### src/run_control_pkg.sv
package run_control_pkg;

  // ==========================================================================
  // register map
  // ==========================================================================
  localparam logic [3:0] ctrl_offset = 4'h0;
  localparam logic [3:0] status_offset = 4'h4;
  localparam logic [3:0] setup_offset = 4'h8;

  // control register fields (write: one-shot key presses, read: zero)
  localparam int ctrl_start_bit = 0;
  localparam int ctrl_stop_bit = 1;
  localparam int ctrl_final_total_bit = 2;
  localparam int ctrl_runout_bit = 3;
  localparam int ctrl_interlock_bit = 4;

  // status register fields
  localparam int st_run_bit = 0;
  localparam int st_idle_bit = 1;
  localparam int st_mstop_bit = 2;
  localparam int st_fuse_bit = 3;
  localparam int st_form_bit = 4;
  localparam int st_cfs_bit = 5;
  localparam int st_interlock_bit = 6;
  localparam int st_runout_bit = 7;

  localparam logic [31:0] unmapped_value = 32'h0000_0000;
  localparam logic [31:0] reset_value = 32'h0000_0000;
  localparam int setup_count = 3;

  typedef enum logic [3:0] {
    st_idle = 4'b0001,
    st_run = 4'b0010,
    st_prog = 4'b0100,
    st_ilock = 4'b1000
  } run_state_e;

  // operator keys gathered into one bundle
  typedef struct packed {
    logic start;
    logic stop;
    logic final_total;
    logic runout;
    logic interlock;
  } keys_s;

endpackage

### src/run_control.sv
`timescale 1ns/1ps
// Summary of operation
// RULE_01 - feeding begins only on start; start resumes after any non-interlock stop (code: runout and interlock keys also feed; stop light blocks start)
// RULE_02 - stop key halts the machine before the next card feeds
// RULE_03 - a running or pending program cycle finishes before the stop
// RULE_04 - final-total clear needs idle, empty hopper, empty feed, start with final key
// RULE_05 - idle light on while powered and idling
// RULE_06 - machine-stop entry impulse halts and lights the stop light
// RULE_07 - no restart while stop light lit; final-total key extinguishes it
// RULE_08 - blown fuse halts and lights the fuse light
// RULE_09 - form within 10 inches of platen halts and lights the form light
// RULE_10 - card-feed-stop light on at punch start or feed interlock
// RULE_11 - failed punch keeps card-feed-stop lit and blocks operation until fixed
// RULE_12 - each of 3 setup switches drives its exit continuously while on
// RULE_13 - setup exits cannot select first-card or special switch functions
// RULE_14 - non-print runout runs cards out unprinted, only with empty hopper
// RULE_15 - feed failure from hopper halts with later-station cards kept
// RULE_16 - after feed failure only the interlock key, hopper emptied, restarts
// RULE_17 - interlock runout stacks both held cards; later card skips compare only (code: both held cards run out adding, with compare and print off)
// RULE_18 - reinserted held card only compares; following cards normal
// RULE_19 - abandoned run: one blank card through clears the interlock (code: start stays blocked by card-feed-stop while interlocked)
// RULE_20 - gang punch switch on with cable attached inhibits this machine
// RULE_21 - keys sampled once per machine cycle, one event per depression
module run_control #(
  parameter int setup_count_p = run_control_pkg::setup_count
) (
  input wire logic ref_clk,
  input wire logic rst,
  input wire logic [3:0] avs_address,
  input wire logic avs_read,
  input wire logic avs_write,
  input wire logic [31:0] avs_writedata,
  output logic [31:0] avs_readdata,
  output logic avs_waitrequest,
  input wire logic power_on,
  input wire logic cycle_strobe,
  input wire logic [setup_count_p-1:0] setup_select_switch,
  input wire logic no_balance_switch,
  input wire logic inverse_feed_switch,
  input wire logic special_program_switch,
  input wire logic gang_punch_switch,
  input wire logic punch_cable_attached,
  input wire logic machine_stop_impulse,
  input wire logic fuse_blown,
  input wire logic form_low,
  input wire logic hopper_empty,
  input wire logic feed_empty,
  input wire logic feed_fail,
  input wire logic program_pending,
  input wire logic punch_start,
  input wire logic punch_done,
  input wire logic punch_fault,
  input wire logic first_card_impulse,
  output logic feed_enable,
  output logic program_run,
  output logic final_total_clear,
  output logic idle_light,
  output logic stop_light,
  output logic fuse_light,
  output logic form_light,
  output logic card_feed_stop_light,
  output logic print_enable,
  output logic add_enable,
  output logic compare_enable,
  output logic [setup_count_p-1:0] setup_exit,
  output logic [setup_count_p-1:0] setup_sel_first_card,
  output logic no_balance_fn,
  output logic inverse_feed_fn,
  output logic special_program_fn
);

  // ==========================================================================
  // pin synchronisers
  // ==========================================================================
  localparam int nsync = 18 + setup_count_p;
  logic [nsync-1:0] raw;
  logic [nsync-1:0] s1_q;
  logic [nsync-1:0] s2_q;
  assign raw = {setup_select_switch, power_on, cycle_strobe, no_balance_switch, inverse_feed_switch,
                special_program_switch, gang_punch_switch, punch_cable_attached, machine_stop_impulse,
                fuse_blown, form_low, hopper_empty, feed_empty, feed_fail, program_pending,
                punch_start, punch_done, punch_fault, first_card_impulse};
  always_ff @(posedge ref_clk) begin
    if (rst) begin
      s1_q <= '0;
      s2_q <= '0;
    end else begin
      s1_q <= raw;
      s2_q <= s1_q;
    end
  end
  logic pwr, cyc, nbal, invf, splp, gang, cable, mstop, fuse, form, hempty, fempty, ffail;
  logic ppend, pstart, pdone, pfault, fcard;
  logic [setup_count_p-1:0] sus;
  assign {sus, pwr, cyc, nbal, invf, splp, gang, cable, mstop, fuse, form, hempty, fempty, ffail,
          ppend, pstart, pdone, pfault, fcard} = s2_q;

  // ==========================================================================
  // machine cycle edge and key latching
  // ==========================================================================
  logic cyc_q;
  logic cycle_tick;
  always_ff @(posedge ref_clk) begin
    if (rst) begin
      cyc_q <= 1'b0;
    end else begin
      cyc_q <= cyc;
    end
  end
  assign cycle_tick = cyc & ~cyc_q;

  // software key writes latch; consumed at next machine cycle (set wins over clear)
  run_control_pkg::keys_s key_req_q;
  run_control_pkg::keys_s key_q;
  logic wr_ctrl;
  assign wr_ctrl = avs_write && (avs_address == run_control_pkg::ctrl_offset);
  run_control_pkg::keys_s wr_keys;
  assign wr_keys = run_control_pkg::keys_s'({avs_writedata[run_control_pkg::ctrl_start_bit],
                   avs_writedata[run_control_pkg::ctrl_stop_bit],
                   avs_writedata[run_control_pkg::ctrl_final_total_bit],
                   avs_writedata[run_control_pkg::ctrl_runout_bit],
                   avs_writedata[run_control_pkg::ctrl_interlock_bit]});
  always_ff @(posedge ref_clk) begin
    if (rst) begin
      key_req_q <= '0;
      key_q <= '0;
    end else begin
      if (cycle_tick) begin
        key_q <= key_req_q; // RULE_21
      end else begin
        key_q <= '0;
      end
      // a press landing on the tick is kept; the pending ones were just handed over
      if (wr_ctrl && cycle_tick) begin
        key_req_q <= wr_keys; // RULE_21
      end else if (wr_ctrl) begin
        key_req_q <= key_req_q | wr_keys;
      end else if (cycle_tick) begin
        key_req_q <= '0; // RULE_21
      end
    end
  end

  // ==========================================================================
  // indicator lights
  // ==========================================================================
  logic mstop_q, fuse_q, form_q, cfs_q, ilock_q, runout_q, stop_req_q, blank_q;
  run_control_pkg::run_state_e state_q;
  logic inhibit;
  assign inhibit = gang && cable; // RULE_20
  logic blocked;
  assign blocked = mstop_q | fuse_q | form_q | cfs_q | inhibit;

  always_ff @(posedge ref_clk) begin
    if (rst) begin
      mstop_q <= 1'b0;
      fuse_q <= 1'b0;
      form_q <= 1'b0;
    end else begin
      if (mstop) begin
        mstop_q <= 1'b1; // RULE_06
      end else if (key_q.final_total) begin
        mstop_q <= 1'b0; // RULE_07
      end
      fuse_q <= fuse; // RULE_08
      form_q <= form; // RULE_09
    end
  end

  // card-feed-stop: punch start, punch fault or interlock sets; clean punch or interlock runout clears
  always_ff @(posedge ref_clk) begin
    if (rst) begin
      cfs_q <= 1'b0;
    end else if (pstart || ffail || pfault) begin
      cfs_q <= 1'b1; // RULE_10 RULE_11
    end else if (pdone && !ilock_q) begin
      cfs_q <= 1'b0; // RULE_11
    end else if (state_q == run_control_pkg::st_ilock && cycle_tick && fempty) begin
      cfs_q <= 1'b0; // RULE_16
    end
  end

  // ==========================================================================
  // run sequencer
  // ==========================================================================
  always_ff @(posedge ref_clk) begin
    if (rst) begin
      state_q <= run_control_pkg::st_idle;
      stop_req_q <= 1'b0;
      ilock_q <= 1'b0;
      runout_q <= 1'b0;
      blank_q <= 1'b0;
    end else begin
      unique case (state_q)
        run_control_pkg::st_idle: begin
          if (key_q.interlock && ilock_q && hempty && !fuse_q && !mstop_q && !inhibit) begin
            state_q <= run_control_pkg::st_ilock; // RULE_16
          end else if (key_q.runout && hempty && !blocked && !ilock_q) begin
            runout_q <= 1'b1; // RULE_14
            state_q <= run_control_pkg::st_run;
          end else if (key_q.start && !key_q.final_total && !blocked) begin
            blank_q <= ilock_q; // RULE_19
            state_q <= run_control_pkg::st_run; // RULE_01 RULE_07
          end
        end
        run_control_pkg::st_run: begin
          if (key_q.stop) begin
            stop_req_q <= 1'b1;
          end
          if (ffail) begin
            ilock_q <= 1'b1; // RULE_15
            state_q <= run_control_pkg::st_idle;
          end else if (blocked) begin
            state_q <= run_control_pkg::st_idle; // RULE_06 RULE_08 RULE_09 RULE_20
          end else if (cycle_tick && ppend) begin
            state_q <= run_control_pkg::st_prog; // RULE_03
          end else if (cycle_tick && (stop_req_q || key_q.stop)) begin
            stop_req_q <= 1'b0;
            state_q <= run_control_pkg::st_idle; // RULE_02
          end else if (cycle_tick && fempty && hempty) begin
            runout_q <= 1'b0;
            if (blank_q) begin
              ilock_q <= 1'b0; // RULE_19
              blank_q <= 1'b0;
            end
            state_q <= run_control_pkg::st_idle;
          end
        end
        run_control_pkg::st_prog: begin
          if (key_q.stop) begin
            stop_req_q <= 1'b1;
          end
          if (fuse_q || inhibit) begin
            state_q <= run_control_pkg::st_idle;
          end else if (cycle_tick && !ppend) begin
            if (stop_req_q || key_q.stop) begin
              stop_req_q <= 1'b0;
              state_q <= run_control_pkg::st_idle; // RULE_03
            end else begin
              state_q <= run_control_pkg::st_run;
            end
          end
        end
        run_control_pkg::st_ilock: begin
          // held cards run out; restart of run with held card comes after
          if (cycle_tick && fempty) begin
            ilock_q <= 1'b0;
            state_q <= run_control_pkg::st_idle; // RULE_17
          end
        end
        default: begin
          state_q <= run_control_pkg::st_idle;
        end
      endcase
    end
  end

  // held card reinserted: first card of the resumed run only compares
  logic held_q;
  logic held_arm_q;
  always_ff @(posedge ref_clk) begin
    if (rst) begin
      held_arm_q <= 1'b0;
      held_q <= 1'b0;
    end else begin
      if (state_q == run_control_pkg::st_ilock && cycle_tick && fempty) begin
        held_arm_q <= 1'b1;
      end else if (held_arm_q && state_q == run_control_pkg::st_run && cycle_tick) begin
        held_arm_q <= 1'b0;
      end
      if (held_arm_q && state_q == run_control_pkg::st_run && cycle_tick) begin
        held_q <= 1'b1; // RULE_18
      end else if (cycle_tick) begin
        held_q <= 1'b0; // RULE_18
      end
    end
  end

  // ==========================================================================
  // outputs
  // ==========================================================================
  always_ff @(posedge ref_clk) begin
    if (rst) begin
      feed_enable <= 1'b0;
      program_run <= 1'b0;
      final_total_clear <= 1'b0;
      idle_light <= 1'b0;
      stop_light <= 1'b0;
      fuse_light <= 1'b0;
      form_light <= 1'b0;
      card_feed_stop_light <= 1'b0;
      print_enable <= 1'b0;
      add_enable <= 1'b0;
      compare_enable <= 1'b0;
      setup_exit <= '0;
      setup_sel_first_card <= '0;
      no_balance_fn <= 1'b0;
      inverse_feed_fn <= 1'b0;
      special_program_fn <= 1'b0;
    end else begin
      feed_enable <= (state_q == run_control_pkg::st_run) || (state_q == run_control_pkg::st_ilock);
      program_run <= state_q == run_control_pkg::st_prog;
      final_total_clear <= (state_q == run_control_pkg::st_idle) && hempty && fempty
                           && key_q.start && key_q.final_total; // RULE_04
      idle_light <= pwr && (state_q == run_control_pkg::st_idle); // RULE_05
      stop_light <= mstop_q; // RULE_06
      fuse_light <= fuse_q; // RULE_08
      form_light <= form_q; // RULE_09
      card_feed_stop_light <= cfs_q | ilock_q; // RULE_10
      print_enable <= (state_q == run_control_pkg::st_run) && !runout_q && !held_q; // RULE_14 RULE_18
      add_enable <= (state_q == run_control_pkg::st_run || state_q == run_control_pkg::st_ilock)
                    && !held_q; // RULE_17 RULE_18
      compare_enable <= (state_q == run_control_pkg::st_run); // RULE_17
      setup_exit <= sus; // RULE_12
      // setup exits never reach these paths; first-card select is tied to zero, the other three follow only the operator switches
      setup_sel_first_card <= '0; // RULE_13
      no_balance_fn <= nbal; // RULE_13
      inverse_feed_fn <= invf; // RULE_13
      special_program_fn <= splp; // RULE_13
    end
  end

  // ==========================================================================
  // avalon slave: writes zero wait, read data registered with waitrequest one cycle
  // ==========================================================================
  logic rd_done_q;
  always_ff @(posedge ref_clk) begin
    if (rst) begin
      rd_done_q <= 1'b0;
      avs_readdata <= run_control_pkg::reset_value;
    end else begin
      rd_done_q <= avs_read && !rd_done_q;
      if (avs_read && !rd_done_q) begin
        unique case (avs_address)
          run_control_pkg::status_offset: begin
            avs_readdata <= {24'h00_0000, runout_q, ilock_q, cfs_q, form_q, fuse_q, mstop_q,
                             state_q == run_control_pkg::st_idle, state_q != run_control_pkg::st_idle};
          end
          run_control_pkg::setup_offset: begin
            avs_readdata <= {{(32 - setup_count_p){1'b0}}, sus};
          end
          default: begin
            avs_readdata <= run_control_pkg::unmapped_value;
          end
        endcase
      end
    end
  end
  assign avs_waitrequest = avs_read && !rd_done_q;
endmodule

### config.mk
export PLATFORM = sky130hd
export DESIGN_NAME = run_control
export DESIGN_NICKNAME = d
export VERILOG_FILES = /design/src/run_control_pkg.sv /design/src/run_control.sv
export SDC_FILE = /design/constraint.sdc
export NUM_CORES = 1
export LEC_CHECK = 0
export BUFFER_PORTS_ARGS = -buffer_cell sky130_fd_sc_hd__buf_2
export CORE_MARGIN = 5
export CORE_UTILIZATION = 35
export CTS_CLUSTER_DIAMETER = 80
export DETAILED_ROUTE_END_ITERATION = 10
export SYNTH_ARGS = -nofsm -noshare
export SYNTH_HDL_FRONTEND = slang
export SYNTH_SLANG_ARGS = --single-unit
### constraint.sdc
create_clock -name ref_clk -period 3.75 [get_ports ref_clk]
set_clock_uncertainty 0.2 [all_clocks]
set_input_delay 0 -clock ref_clk [delete_from_list [all_inputs] [get_ports ref_clk]]
set_output_delay 0 -clock ref_clk [all_outputs]
set_load 0.02 [all_outputs]
==> flow_metrics.env <==
export IMPL_initial_antenna_violation_count=0
export IMPL_worst_skew_pair_late_latency_ps=360
export IMPL_firstDrtPassIters=5
export IMPL_grt_pass1_vias=2255
export IMPL_area_growth_syn_to_layout_pct=29.0
export IMPL_cp_num_buf_inv=4
export IMPL_cp_end_kind="flop"
export IMPL_tritoncts_num_buffers=9
export IMPL_synth_cells_most_frequent="sky130_fd_sc_hd__dfxtp_1, sky130_fd_sc_hd__nor2b_1, sky130_fd_sc_hd__buf_4, sky130_fd_sc_hd__nor2_1, sky130_fd_sc_hd__a22oi_1"
export IMPL_vdd_ir_drop_worst_uv=242
export IMPL_finish_cell_count_without_fillers=526
export IMPL_synthDistinctLibCells=41
export IMPL_cts_sink_count=91
export IMPL_synthMostInstantiatedCell="sky130_fd_sc_hd__dfxtp_1"
export IMPL_rsz_0062_raised_after_global_routing="no"
export IMPL_placed_area_sq_um=3470
export IMPL_route_antenna_remaining_nets=0
export IMPL_critPathArrivalTime_ps=3200
export IMPL_worst_slew_margin_rel_pct=18.1
export IMPL_synth_ff_type="sky130_fd_sc_hd__dfxtp_1"
export IMPL_grt_start_max_net_pins=51
export IMPL_post_route_drc_count=0
export IMPL_synth_warning_count=0
export IMPL_final_period_util_pct=82.9
export IMPL_synth_edff_count=0
export IMPL_global_route_wire_length_before_repair_mm=11.2
export IMPL_dr_first_iter_drc_count=103
export IMPL_finalWirelength_mm=6.84
export IMPL_min_delay_start="avs_address[3]"
export IMPL_fin_area_sq_um=4120
export IMPL_io_pin_count=114
export IMPL_routed_wire_length_per_instance_um=13.0
export IMPL_crit_start="avs_address[2]"
export IMPL_cp_cell_sequence="dlygate4sd3_1 > buf_2 > nand2b_1 > nor4_1 > a22oi_1 > dlygate4sd3_1 > nor2_1 > dlygate4sd3_1"
export IMPL_netlist_top_cell_by_area="sky130_fd_sc_hd__dfxtp_1"
export IMPL_placedCellCount=464
export IMPL_r2r_start="rd_done_q"
export IMPL_startpoint_type_of_the_worst_setup_path="input port"
export IMPL_maxCapViolCount=0
export IMPL_timing_critical_path_required_ps=3840
export IMPL_gp_congestion=0.861
export IMPL_initial_utilization_pct=36.2
export IMPL_final_hold_worst_slack_ps=105
export IMPL_die_h_um=105
export IMPL_clock_fmax_mhz=322
export IMPL_post_route_cells_drive_above_1_share_pct=19.4
export IMPL_final_period_minus_worst_setup_slack_ps=3110
export IMPL_critPathSlowestCell="sky130_fd_sc_hd__nor4_1"
export IMPL_syn_area_sq_um=3190
export IMPL_syn_inst=310
export IMPL_die_footprint_sq_um=11100
export IMPL_post_cts_repair_setup_buffers=0
export IMPL_fp_dieW_um=105
export IMPL_io_buffers=58
export IMPL_synthTopCellsByArea="sky130_fd_sc_hd__dfxtp_1, sky130_fd_sc_hd__nor2b_1, sky130_fd_sc_hd__buf_4"
export IMPL_critPathTopFamily="buffers and inverters"
export IMPL_criticalPathCategory="input port to flop"
export IMPL_power_total_uw=1780
export IMPL_detail_route_vias_per_cell=4.51
export IMPL_detailroute_via_count=2372
export IMPL_synth_ff_latch_count=91
export IMPL_cts_reportedPaths_clkPinSlew_ps=90
export IMPL_maxSlewViolCount=0
export IMPL_power_per_cell_area_nw_per_um2=431
export IMPL_final_setup_tns_ps=0
export IMPL_cts_htree_levels=3
export IMPL_worst_path_largest_cell_delay_ps=920
export IMPL_synth_seq_area_share_pct=57.1
export IMPL_core_sq_um=8810
export IMPL_syn_area_per_cell_sq_um=10.3
export IMPL_hold_viol=0
export IMPL_run_status="complete, no violations"
export IMPL_cts_root_to_sink_buffers=2
export IMPL_cpMostUsedCell="sky130_fd_sc_hd__dlygate4sd3_1"
export IMPL_floorplan_rows=34
export IMPL_dpl_hpwl_mm=4.55
export IMPL_critical_path_peak_fanout=5
export IMPL_proportion_of_register_bits_with_asynchronous_set_or_reset_after_synthesis_pct=0
export IMPL_max_slew_worst_pin_slew_ps=1220
export IMPL_diodes=0
export IMPL_static_leakage_power_uw=0.00175
export IMPL_grt_ovfl_total=0
export IMPL_setup_violations_final=0
export IMPL_post_synth_top_area_fraction_pct=57.1
export IMPL_global_route_usage_total_pct=12.6
export IMPL_tritoncts_clock_tree="done"
export IMPL_cts_root_buf="sky130_fd_sc_hd__clkbuf_8"
export IMPL_hp_class="input port to flop"
export IMPL_finish_net_count=474
[kinds of logic (layout without fill, tap and decap cells)]
group	count (synthesis)	in the layout	share of synthesized area (%)
other cells	1	27	0.118
simple gates	129	129	24.6
compound gates	46	46	9.93
flops	91	91	57.1
buf+inv	43	125	8.24
[metrics by stage]
step                utilization [%]  setup WS (ps)
floorplan                         -           1860
global placement               39.4           1790
detailed placement             39.4           1750
CTS                            46.7            672
global route                   46.7            454
finish                         46.7            642
[flip-flops by register name, indices dropped and copies added, names as in the netlist, 3 cells and up]
register and cells:
avs_readdata 8, s2_q 20, s1_q 20, state_q 4, setup_exit 3, key_q 5
key_req_q 5
[worst paths after layout]
check | endpoint | slack (ps) | cells past startpoint
hold / removal | avs_readdata[3] | 100 | 5
hold reg to reg | s2_q[15] | 240 | 1
setup reg to reg | avs_readdata[1] | 700 | 7
setup / recovery | key_req_q[1] | 640 | 8
[timing repair]
action / in CTS / in global routing
gates resized for setup: 0 / 0
hold buffers: 46 / 0
endpoints found under the hold margin: 43 / 0
[placed cells by master, fill, tap and decap left out, types with 2 or more instances in the layout]
cell,n
sky130_fd_sc_hd__dlygate4sd3_1,46
sky130_fd_sc_hd__nor2_1,21
sky130_fd_sc_hd__nor4bb_1,2
sky130_fd_sc_hd__and3b_1,2
sky130_fd_sc_hd__conb_1,27
sky130_fd_sc_hd__nand4_1,3
sky130_fd_sc_hd__nor3_1,5
sky130_fd_sc_hd__or4b_1,3
sky130_fd_sc_hd__dfxtp_1,91
sky130_fd_sc_hd__nor4_1,3
sky130_fd_sc_hd__and2_1,6
sky130_fd_sc_hd__nand2b_1,7
sky130_fd_sc_hd__clkbuf_8,9
sky130_fd_sc_hd__buf_2,58
sky130_fd_sc_hd__o22ai_1,3
sky130_fd_sc_hd__nand2_1,9
sky130_fd_sc_hd__a31o_1,2
sky130_fd_sc_hd__nor4b_2,2
sky130_fd_sc_hd__nand3_1,3
sky130_fd_sc_hd__nor2b_1,54
sky130_fd_sc_hd__nand4b_1,2
sky130_fd_sc_hd__inv_1,4
sky130_fd_sc_hd__inv_6,3
sky130_fd_sc_hd__o21ai_0,3
sky130_fd_sc_hd__a22oi_1,13
sky130_fd_sc_hd__a31oi_1,3
sky130_fd_sc_hd__o211ai_1,2
sky130_fd_sc_hd__o41ai_1,2
sky130_fd_sc_hd__o21ai_1,4
sky130_fd_sc_hd__a21oi_1,8
sky130_fd_sc_hd__and3_1,2
[per-layer routing]
metal	track usage [%]	wire (um)
met1	16.1	3040
met2	19.8	3230
met3	3.67	451
met4	6.00	113
met5	0	0
[worst min-delay path: stages]
cell and delay (ps):
sky130_fd_sc_hd__buf_2 120, sky130_fd_sc_hd__nand2b_1 170, sky130_fd_sc_hd__nor4_1 130, sky130_fd_sc_hd__a22oi_1 150, sky130_fd_sc_hd__nor2_1 50
[cell type report]
type | count | area (sq um)
Sequential cell | 91 | 1820
Tap cell | 108 | 135
Multi-Input combinational cell | 202 | 1200
Inverter | 4 | 15.0
Fill cell | 855 | 4690
Clock inverter | 7 | 58.8
Timing Repair Buffer | 105 | 758
Clock buffer | 9 | 124
[where the power goes]
| group | switching (uW) | internal (uW) | leakage [uW] |
|---|---|---|---|
| logic | 83.7 | 66.1 | 0.000916 |
| registers | 13.9 | 995 | 0.000744 |
| clock network | 364 | 253 | 0.0000925 |
(Power assumes the default switching activity.)
